**src/logic/tocmp_pkg.sv**
```systemverilog
/*
 * Package for the timer output compare block: mode codes, action codes,
 * reset values and the packed structs carried between the ports.
 * Assumes a 16-bit counter and an 8-bit processor data bus outside.
 */
package tocmp_pkg;
    localparam int unsigned TOCMP_CNT_W = 16;
    localparam logic [15:0] TOCMP_CMP_RST = 16'h0000;
    localparam logic [15:0] TOCMP_CNT_MAX = 16'hFFFF;
    localparam logic [3:0] TOCMP_MODE_NORMAL = 4'h0;
    localparam logic [3:0] TOCMP_MODE_CTC_CMPA = 4'h4;
    localparam logic [3:0] TOCMP_MODE_CTC_CAP = 4'hC;
    localparam logic [3:0] TOCMP_MODE_FAST_CAP = 4'hE;
    localparam logic [3:0] TOCMP_MODE_FAST_CMPA = 4'hF;
    localparam logic [1:0] TOCMP_ACT_NONE = 2'h0;
    localparam logic [1:0] TOCMP_ACT_TOGGLE = 2'h1;
    localparam logic [1:0] TOCMP_ACT_CLEAR = 2'h2;
    localparam logic [1:0] TOCMP_ACT_SET = 2'h3;
    localparam logic TOCMP_OUT_RST = 1'b0;

    // One processor write toward a compare channel
    typedef struct packed {
        logic wr_high;
        logic wr_low;
        logic [7:0] data;
    } tocmp_cpu_wr_s;

    // Position of the counter within its count sequence
    typedef struct packed {
        logic [15:0] value;
        logic at_ceiling;
        logic at_floor;
        logic counting_down;
        logic tick;
    } tocmp_cnt_s;

    typedef enum logic [1:0] {
        TOCMP_KIND_NONPWM,
        TOCMP_KIND_FAST,
        TOCMP_KIND_DUAL
    } tocmp_kind_e;
endpackage : tocmp_pkg

```
**src/logic/tocmp_unit.sv**
```systemverilog
/*
 * Two output compare channels (A and B) of a 16-bit timer: comparators,
 * double-buffered compare values, flags and the waveform output bits.
 * Assumes the counter, its sequencing and capture live outside; the counter
 * state arrives each cycle on cnt_in with a one-cycle timer tick.
 */
// Notes on behaviour
// - Each channel compares counter and compare value every cycle.
// - Match at a timer tick sets compare_flag on the next clock.
// - Enabled set flag requests interrupt; service acknowledge clears it.
// - Writing one to flag clears it; zero leaves it.
// - Channel A compare value serves as ceiling in selecting modes.
// - PWM modes double buffer; normal and clear-on-match write directly.
// - Buffered value loads only at ceiling or floor.
// - Reads return buffer or register directly, no latch.
// - High byte latched first; low write moves both in one cycle.
// - Force strobe in non-PWM acts as match, no flag.
// - Counter write blocks all matches at the next tick.
// - Counter written equal ceiling loses ceiling match; counts to max.
// - Output state survives mode changes; reset clears it.
// - Action select unbuffered; applies at next match or force.
// - Nonzero action overrides port value; direction stays with port.
// - Action zero leaves output unchanged on match.
// - Action select does not touch input capture.
// - Only mode shapes counting; action picks output behaviour.
// - Mode 0 normal; modes 4 and 12 clear-on-match.
// - Clear-on-match action 1 toggles output each match.
// - Fast PWM: non-inverting clears on match, sets at floor.
`timescale 1ns/100ps
module tocmp_unit
    import tocmp_pkg::*;
(
    input wire logic clock_in,
    input wire logic rst_in,
    input wire tocmp_cnt_s cnt_in,
    input wire logic cnt_write_in,
    input wire logic [3:0] waveform_mode_sel_in,
    input wire tocmp_cpu_wr_s cpu_wr_a_in,
    input wire tocmp_cpu_wr_s cpu_wr_b_in,
    input wire logic [1:0] output_action_sel_a_in,
    input wire logic [1:0] output_action_sel_b_in,
    input wire logic [1:0] force_compare_strobe_in,
    input wire logic [1:0] compare_irq_enable_in,
    input wire logic [1:0] flag_clear_in,
    input wire logic [1:0] irq_ack_in,
    input wire logic [1:0] port_value_in,
    input wire logic [1:0] pin_direction_in,
    output logic [15:0] compare_value_a_out,
    output logic [15:0] compare_value_b_out,
    output logic [15:0] count_ceiling_a_out,
    output logic [1:0] compare_flag_out,
    output logic [1:0] irq_request_out,
    output logic [1:0] compare_match_out,
    output logic [1:0] compare_output_out,
    output logic [1:0] pin_value_out,
    output logic [1:0] pin_oe_out
);
    // Mode class decode, used by both channels and the buffer path
    function automatic tocmp_kind_e mode_kind(input logic [3:0] m);
        unique case (m)
            TOCMP_MODE_NORMAL, TOCMP_MODE_CTC_CMPA, TOCMP_MODE_CTC_CAP,
            4'hD: mode_kind = TOCMP_KIND_NONPWM;
            4'h5, 4'h6, 4'h7, TOCMP_MODE_FAST_CAP,
            TOCMP_MODE_FAST_CMPA: mode_kind = TOCMP_KIND_FAST;
            default: mode_kind = TOCMP_KIND_DUAL;
        endcase
    endfunction : mode_kind

    logic [7:0] hi_latch_ff, nxt_hi_latch;
    logic block_ff, nxt_block;
    logic [15:0] cmp_ff [2];
    logic [15:0] buf_ff [2];
    logic [15:0] nxt_cmp [2];
    logic [15:0] nxt_buf [2];
    logic [1:0] flag_ff, nxt_flag;
    logic [1:0] match_ff, nxt_match;
    logic [1:0] oc_ff, nxt_oc;
    logic [1:0] pin_ff, nxt_pin;
    logic [1:0] oe_ff, nxt_oe;
    logic [1:0] irq_ff, nxt_irq;
    tocmp_kind_e kind;
    tocmp_cpu_wr_s wr [2];
    logic [1:0] act [2];

    assign kind = mode_kind(waveform_mode_sel_in);
    assign wr[0] = cpu_wr_a_in;
    assign wr[1] = cpu_wr_b_in;
    assign act[0] = output_action_sel_a_in;
    assign act[1] = output_action_sel_b_in;

    // Shared high-byte latch: both channels write through it
    always_comb begin
        nxt_hi_latch = hi_latch_ff;
        if (wr[0].wr_high) begin
            nxt_hi_latch = wr[0].data;
        end else if (wr[1].wr_high) begin
            nxt_hi_latch = wr[1].data;
        end
        // Held until the next tick; a stopped timer keeps the block armed
        nxt_block = block_ff;
        if (cnt_write_in) begin
            nxt_block = 1'b1;
        end else if (cnt_in.tick) begin
            nxt_block = 1'b0;
        end
    end

    always_ff @(posedge clock_in) begin
        if (rst_in) begin
            hi_latch_ff <= 8'h00;
            block_ff <= 1'b0;
        end else begin
            hi_latch_ff <= nxt_hi_latch;
            block_ff <= nxt_block;
        end
    end

    genvar ch;
    generate
        for (ch = 0; ch < 2; ch++) begin : g_chan
            logic eq;
            logic hit;
            logic pwm_act;
            logic [15:0] wval;
            assign eq = (cnt_in.value == cmp_ff[ch]);
            // Counter writing to the ceiling value loses this match too
            assign hit = eq && cnt_in.tick && !block_ff && !cnt_write_in;
            assign wval = {hi_latch_ff, wr[ch].data};
            assign pwm_act = act[ch][1];

            always_comb begin
                nxt_cmp[ch] = cmp_ff[ch];
                nxt_buf[ch] = buf_ff[ch];
                nxt_flag[ch] = flag_ff[ch];
                nxt_oc[ch] = oc_ff[ch];
                if (kind == TOCMP_KIND_NONPWM) begin
                    if (wr[ch].wr_low) begin
                        nxt_cmp[ch] = wval;
                        nxt_buf[ch] = wval;
                    end
                end else begin
                    if (wr[ch].wr_low) begin
                        nxt_buf[ch] = wval;
                    end
                    if (cnt_in.tick && (cnt_in.at_ceiling || cnt_in.at_floor)) begin
                        nxt_cmp[ch] = nxt_buf[ch];
                    end
                end
                if (flag_clear_in[ch] || irq_ack_in[ch]) begin
                    nxt_flag[ch] = 1'b0;
                end
                if (hit) begin
                    nxt_flag[ch] = 1'b1;
                end
                unique case (kind)
                    TOCMP_KIND_NONPWM: begin
                        if (hit || force_compare_strobe_in[ch]) begin
                            unique case (act[ch])
                                TOCMP_ACT_TOGGLE: nxt_oc[ch] = ~oc_ff[ch];
                                TOCMP_ACT_CLEAR: nxt_oc[ch] = 1'b0;
                                TOCMP_ACT_SET: nxt_oc[ch] = 1'b1;
                                default: nxt_oc[ch] = oc_ff[ch];
                            endcase
                        end
                    end
                    TOCMP_KIND_FAST: begin
                        if (pwm_act) begin
                            if (hit) begin
                                nxt_oc[ch] = act[ch][0];
                            end else if (cnt_in.tick && cnt_in.at_floor) begin
                                nxt_oc[ch] = ~act[ch][0];
                            end
                        end
                    end
                    TOCMP_KIND_DUAL: begin
                        // Up-slope clears for non-inverting, down-slope sets
                        if (pwm_act && hit) begin
                            nxt_oc[ch] = act[ch][0] ^ cnt_in.counting_down;
                        end
                    end
                endcase
                nxt_match[ch] = hit;
                nxt_irq[ch] = nxt_flag[ch] && compare_irq_enable_in[ch];
                // Override only when an action is selected
                nxt_pin[ch] = (act[ch] != TOCMP_ACT_NONE) ? nxt_oc[ch]
                                                          : port_value_in[ch];
                nxt_oe[ch] = pin_direction_in[ch];
            end

            always_ff @(posedge clock_in) begin
                if (rst_in) begin
                    cmp_ff[ch] <= TOCMP_CMP_RST;
                    buf_ff[ch] <= TOCMP_CMP_RST;
                    flag_ff[ch] <= 1'b0;
                    oc_ff[ch] <= TOCMP_OUT_RST;
                end else begin
                    cmp_ff[ch] <= nxt_cmp[ch];
                    buf_ff[ch] <= nxt_buf[ch];
                    flag_ff[ch] <= nxt_flag[ch];
                    oc_ff[ch] <= nxt_oc[ch];
                end
            end
        end
    endgenerate

    logic [15:0] nxt_rd_a, nxt_rd_b;
    logic [15:0] rd_a_ff, rd_b_ff, ceil_ff;
    always_comb begin
        // Software sees the buffer when buffering, else the live register
        nxt_rd_a = (kind == TOCMP_KIND_NONPWM) ? nxt_cmp[0] : nxt_buf[0];
        nxt_rd_b = (kind == TOCMP_KIND_NONPWM) ? nxt_cmp[1] : nxt_buf[1];
    end

    always_ff @(posedge clock_in) begin
        if (rst_in) begin
            match_ff <= 2'b00;
            irq_ff <= 2'b00;
            pin_ff <= 2'b00;
            oe_ff <= 2'b00;
            rd_a_ff <= TOCMP_CMP_RST;
            rd_b_ff <= TOCMP_CMP_RST;
            ceil_ff <= TOCMP_CMP_RST;
        end else begin
            match_ff <= nxt_match;
            irq_ff <= nxt_irq;
            pin_ff <= nxt_pin;
            oe_ff <= nxt_oe;
            rd_a_ff <= nxt_rd_a;
            rd_b_ff <= nxt_rd_b;
            ceil_ff <= nxt_cmp[0];
        end
    end

    assign compare_value_a_out = rd_a_ff;
    assign compare_value_b_out = rd_b_ff;
    assign count_ceiling_a_out = ceil_ff;
    assign compare_flag_out = flag_ff;
    assign irq_request_out = irq_ff;
    assign compare_match_out = match_ff;
    assign compare_output_out = oc_ff;
    assign pin_value_out = pin_ff;
    assign pin_oe_out = oe_ff;
endmodule : tocmp_unit

```
**config.mk**
```make
export PLATFORM = sky130hd
export DESIGN_NAME = tocmp_unit
export DESIGN_NICKNAME = d
export VERILOG_FILES = /design/src/logic/tocmp_pkg.sv /design/src/logic/tocmp_unit.sv
export SDC_FILE = /design/constraint.sdc
export NUM_CORES = 1
export LEC_CHECK = 0
export BUFFER_PORTS_ARGS = -buffer_cell sky130_fd_sc_hd__buf_4
export CAP_MARGIN = 20
export CORE_MARGIN = 10
export CORE_UTILIZATION = 45
export CTS_CLUSTER_SIZE = 10
export DETAILED_ROUTE_END_ITERATION = 8
export GPL_ROUTABILITY_DRIVEN = 1
export PLACE_DENSITY = 0.75
export SLEW_MARGIN = 20
export SYNTH_ARGS = -nofsm -noshare
export SYNTH_HDL_FRONTEND = slang
export SYNTH_SLANG_ARGS = --single-unit
```
**constraint.sdc**
```tcl
create_clock -name clock_in -period 2.3 [get_ports clock_in]
set_clock_uncertainty 0.1 [all_clocks]
set_input_delay 0.23 -clock clock_in [delete_from_list [all_inputs] [get_ports clock_in]]
set_output_delay 0.23 -clock clock_in [all_outputs]
set_load 0.05 [all_outputs]
```
## Yosys cells after proc, flatten, opt, wreduce, memory -nomap -nowiden

Memory sizes are Yosys's and may differ from the RTL's.
Index checks and enable logic that the tools add are counted.

| storage, ports and cells | value |
|---|---|
| flip-flop bits (word level) | 69 |
| bits in writable memories | 64 |
| bits in read-only memories | 32 |
| input port bits | 63 |
| output and inout port bits | 60 |
| memories kept | 3 |

| operators by class | value |
|---|---|
| equality and inequality tests | 10 |
| multiplexer cells | 41 |
| bitwise logic cells | 10 |
| reductions and logical operators | 24 |

Memories:

| memory | depth | width | rd ports | clocked after Yosys merged registers in | wr ports | RTL line | source |
|---|---|---|---|---|---|---|---|
| (name not given) | 16 | 2 | 1 | 0 | 0 | tocmp_unit.sv:60 | `unique case (m)` |
| buf_ff | 2 | 16 | 2 | 0 | 2 | tocmp_unit.sv:72 | `logic [15:0] buf_ff [2];` |
| cmp_ff | 2 | 16 | 2 | 0 | 2 | tocmp_unit.sv:71 | `logic [15:0] cmp_ff [2];` |

Operator list:

| cell | count |
|---|---|
| $mux 16 | 14 |
| $eq 16x16->1 | 2 |
| $mux 1 | 21 |
| $mux 8 | 2 |
| $logic_and 1x1->1 | 12 |
| $pmux 1 s3 | 4 |
| $eq 2x2->1 const B | 5 |
| $reduce_bool 2->1 | 4 |
| $eq 2x1->1 const B | 3 |
| $logic_or 1x1->1 | 5 |
| $not 1->1 | 4 |
| $or 1x1->1 | 4 |
| $logic_not 1->1 | 2 |
| $logic_not 2->1 | 1 |
| $xor 1x1->1 | 2 |

## Logic depth before layout (Yosys ltp)

| depth | value |
|---|---|
| depth in word-level cells | 8 |
| mapped depth | 10 |

## Worst setup path after synthesis

Ideal clock, no wire load.

| path | value |
|---|---|
| kind | register to register |
| start | register count_ceiling_a_out[5] (netlist name) |
| end | register pin_ff[0], in the netlist pin_value_out[0] |
| arrival time | 2002 ps |
| data required time | 2104 ps |
| slack | 102 ps |
| stages on the path, launching flop included | 7 |
| path buffers | 0 |
| clock period less this slack | 2198 ps |
| path through | dfxtp_1 -> xor2_1 -> nor4_1 -> nand3_1 -> nand4b_2 -> mux2_4 -> o41ai_2 |

RTL lines:

| what | RTL line | source |
|---|---|---|
| to (signal assigned) | tocmp_unit.sv:226 | `pin_ff <= nxt_pin;` |
| to (decl) | tocmp_unit.sv:78 | `logic [1:0] pin_ff, nxt_pin;` |

==> PnR_summary.wiki <==
{| class="wikitable"
! Metric !! Value
|-
| Status || finished clean
|-
| Final clock period utilization by the worst path || 0.9548
|-
| Part of the Yosys area used for sequential elements || 0.4120
|-
| Count of cell types in the netlist || 45
|-
| Fraction of synthesized area in multiplexers || 0.1208
|-
| Average size of a mapped cell || 8.276 sq um
|-
| Global routing met2 resource utilization || 0.3226
|-
| Total wirelength of the detailed-routed design || 17.52 mm
|-
| GR peak layer || met2
|-
| Clock share of power || 0.431
|-
| Cell area after placement || 6763 sq um
|-
| Synth Area in XOR/XNOR || 0.05238
|-
| Primary flip-flop cell chosen by synthesis mapping || sky130_fd_sc_hd__dfxtp_1
|-
| Maximum number of pins on one net before global-route repair || 66
|-
| Number of failing hold endpoints at the final stage || 0
|-
| Share of synthesized cell area in and, or, nand and nor gates || 0.2181
|-
| Ratio of cells with drive above 1 in the final layout || 0.2188
|-
| Initial antenna violation count || 1
|-
| Number of enable flip-flop cells after synthesis || 0
|-
| Effective utilization at floorplan || 0.4542
|-
| Psw || 1.884 mW
|-
| Length of the first detailed-routing pass in iterations || 5
|-
| Starting DRC count in detailed routing || 450
|-
| CP Capture Type || flop
|-
| Overall die width || 132.4 um
|-
| Post-synthesis register bit count || 117
|-
| Depth of the most critical reg-to-reg path || 6
|-
| Critical path arrival || 2410 ps
|-
| Detail-routed via count per cell || 5.486
|-
| Internal Power || 4.420 mW
|-
| Main combinational cell family by area after synthesis || simple AND/OR/NAND/NOR gates
|-
| Final GP Congestion || 0.8970
|-
| Leakage power summed over all cells || 3.357 nW
|-
| Overall die height || 132.4 um
|-
| Post-CTS clock slew at the launch and capture registers of the worst setup and hold paths || 50 ps
|-
| Synth Cell Area || 5685 sq um
|-
| Final setup fails || 0
|-
| CORE AREA || 12,520 sq um
|-
| Critical Path Start Type || flop
|-
| Htree depth || 4
|-
| Std cell rows || 41
|-
| Sequential group share of total power || 0.368
|-
| Most numerous cell in the Yosys netlist || sky130_fd_sc_hd__nor2_1
|-
| Clock Root Buffer || sky130_fd_sc_hd__clkbuf_16
|-
| Fraction of synthesized cell area taken by the top area cell type || 0.4120
|-
| Number of warning messages in the yosys log || 0
|-
| GR Layer Usage met1 || 0.2372
|-
| Class of the worst hold path || in -> reg
|-
| Met3 track demand over resource in global routing || 0.04840
|-
| Number of input and output port buffers inserted || 122
|-
| Compound-Gate Fraction of Synth Area || 0.1525
|-
| Worst path required time || 2510 ps
|-
| Wire length of the first global-routing pass || 28.15 mm
|-
| Clock buffer count from CTS || 17
|-
| Remaining design rule violation count || 0
|-
| Top Ports || 123
|-
| Vias after detailed routing || 5,437
|-
| Setup repair after global routing missed its margin || no
|-
| Leading cell types by count after synthesis || sky130_fd_sc_hd__nor2_1 (183), sky130_fd_sc_hd__dfxtp_1 (117), sky130_fd_sc_hd__mux2i_1 (66)
|-
| Number of nets with antenna violations after detailed routing || 0
|-
| Part of the total power dissipated in combinational logic || 0.201
|-
| Die Footprint || 17,530 sq um
|-
| Worst setup path category || reg -> reg
|-
| Number of cells produced by synthesis || 687
|-
| Slew Viols, Final || 0
|-
| Layout Cell Area excl Fill || 7548 sq um
|-
| Max Cap Violations || 0
|-
| Latest clock arrival within the worst-skew pair || 410 ps
|-
| Adder-cell share of the synthesized area || 0.006602
|-
| Cell type with the highest aggregate area in the netlist || sky130_fd_sc_hd__dfxtp_1
|-
| Placed cells || 942
|-
| Relative slew margins || 0.5160
|-
| Power per Cell Area || 835.2 nW/um^2
|-
| Final net count || 871
|-
| Area growth, synth to finish || 32.77%
|-
| Worst-Margin Slew || 726.0 ps
|-
| Global routing usage summed across all routing layers || 0.1973
|-
| Total negative slack for setup checks || 0 ps
|-
| Via count of the first global-routing pass || 5,368
|-
| Fraction of registers with async set/reset || 0
|-
| Finished Layout Cells || 991
|-
| Max Buffers Root-to-Sink || 2
|-
| Hold depth || 3
|-
| Post-CTS Repair Setup Buffers || 0
|-
| Switching power as a share of total power || 0.2989
|-
| Fmax achieved || 455.4 MHz
|-
| Detailed placement HPWL || 12.12 mm
|-
| Worst-path fanout max || 5
|-
| TritonCTS clock tree || done
|-
| Count of fill cells added during filler insertion || 1,101
|-
| CTS sink count || 117
|-
| DR WL/cell || 17.68 um
|-
| Worst vdd ir || 424.3 uV
|-
| Final period demand of the worst path || 2196 ps
|-
| Final global-route overflow total || 0
|-
| Synth area leaders || sky130_fd_sc_hd__dfxtp_1 (41%), sky130_fd_sc_hd__nor2_1 (12%), sky130_fd_sc_hd__mux2i_1 (12%), sky130_fd_sc_hd__a21oi_1 (4.9%), sky130_fd_sc_hd__xor2_1 (3.4%)
|-
| Post-synth net total || 753
|}
per-layer routing:
layer / up-vias / share of wire
met4: 0 / 0.038
met3: 49 / 0.063
li1: 2628 / -
met2: 211 / 0.48
met1: 2549 / 0.41
met5: - / 0
registers in the layout, summed over array words and instances (netlist names):
signal / flops
block_ff: 1
compare_flag_out: 2
pin_value_out: 2
compare_output_out: 2
buf_ff: 32
irq_request_out: 2
compare_match_out: 2
compare_value_b_out: 16
compare_value_a_out: 16
count_ceiling_a_out: 16
pin_oe_out: 2
cmp_ff: 16
hi_latch_ff: 8
logic make-up (layout without fill, tap and decap cells):
logic type	Yosys count	in the layout
AO/OA/AOI/OAI	136	136
multiplexers	68	68
flip-flops	117	117
buffers and inverters	56	187
AND/OR/NAND/NOR	273	273
adder cells (fa/ha/maj)	3	3
XOR/XNOR	34	34
other	0	1
critical path: stages (launching register included):
cell and delay [ps]:
sky130_fd_sc_hd__dfxtp_1 350, sky130_fd_sc_hd__xor2_1 180, sky130_fd_sc_hd__nor4_2 350, sky130_fd_sc_hd__nand3_1 150, sky130_fd_sc_hd__nand4b_2 310, sky130_fd_sc_hd__mux2_4 360, sky130_fd_sc_hd__o41ai_2 290
layout by cell type, fill, tap and decap left out, drive strengths merged, types with 2 or more instances in the layout:
master       count
a211oi           9
a21oi           56
a2bb2oi         16
a31oi            2
and2            10
buf            133
bufinv           3
clkbuf          19
clkinv           6
clkinvlp         3
dfxtp          117
dlygate4sd3     16
ha               3
inv              7
mux2             2
mux2i           66
nand2            9
nand2b           4
nand3            3
nand4            4
nand4b           2
nor2           183
nor2b           12
nor3            20
nor4            20
o21ai           14
o21bai           8
o22a             8
o22ai           17
or2              3
xnor2           12
xor2            22
cell type report:
class	count	area (sq um)	share of cell area
multi-input combinational	514	3141	0.4160
sequential	117	2342	0.3103
timing repair buffer	149	1209	0.1601
clock buffer	19	442.9	0.05868
tap	172	215.2	0.02851
clock inverter	13	173.9	0.02304
inverter	6	22.52	0.002984
antenna	1	2.502	0.0003315
metrics by stage:
| stage | total power [mW] | hold WS, ps | utilization | setup WS, ps |
|---|---|---|---|---|
| global route | 6.560 | 15.68 | 0.6031 | 27.99 |
| floorplan | 3.164 | 247.4 | - | 102.5 |
| global placement | 3.553 | 332.4 | 0.5403 | 86.70 |
| finish | 6.304 | 5.400 | 0.6031 | 104.0 |
| detailed placement | 3.587 | 336.5 | 0.5403 | 41.11 |
| CTS | 6.335 | 0.4450 | 0.6024 | 22.27 |
power groups by stage:
stage / combinational, mW / sequential, mW / clock, mW
floorplan: 0.603 / 2.56 / 0
CTS: 1.26 / 2.32 / 2.76
global route: 1.37 / 2.34 / 2.86
finish: 1.26 / 2.32 / 2.72
global placement: 1.20 / 2.35 / 0
detailed placement: 1.23 / 2.36 / 0
repair_timing:
item / in CTS / in global routing
gates resized for setup: 0 / 1
setup endpoints to repair: 0 / 1
endpoints found under the hold margin: 24 / 0
hold buffers: 16 / 0
final timing paths:
| check | to | slack (ps) | from |
|---|---|---|---|
| setup reg to reg | pin_value_out[0] | 100 | count_ceiling_a_out[5] |
| hold / removal | hi_latch_ff[7] | 5 | cpu_wr_a_in[7] |
| setup / recovery | pin_value_out[0] | 100 | count_ceiling_a_out[5] |
| hold reg to reg | compare_flag_out[1] | 370 | compare_flag_out[1] |
Power figures use the tool's default switching activity.
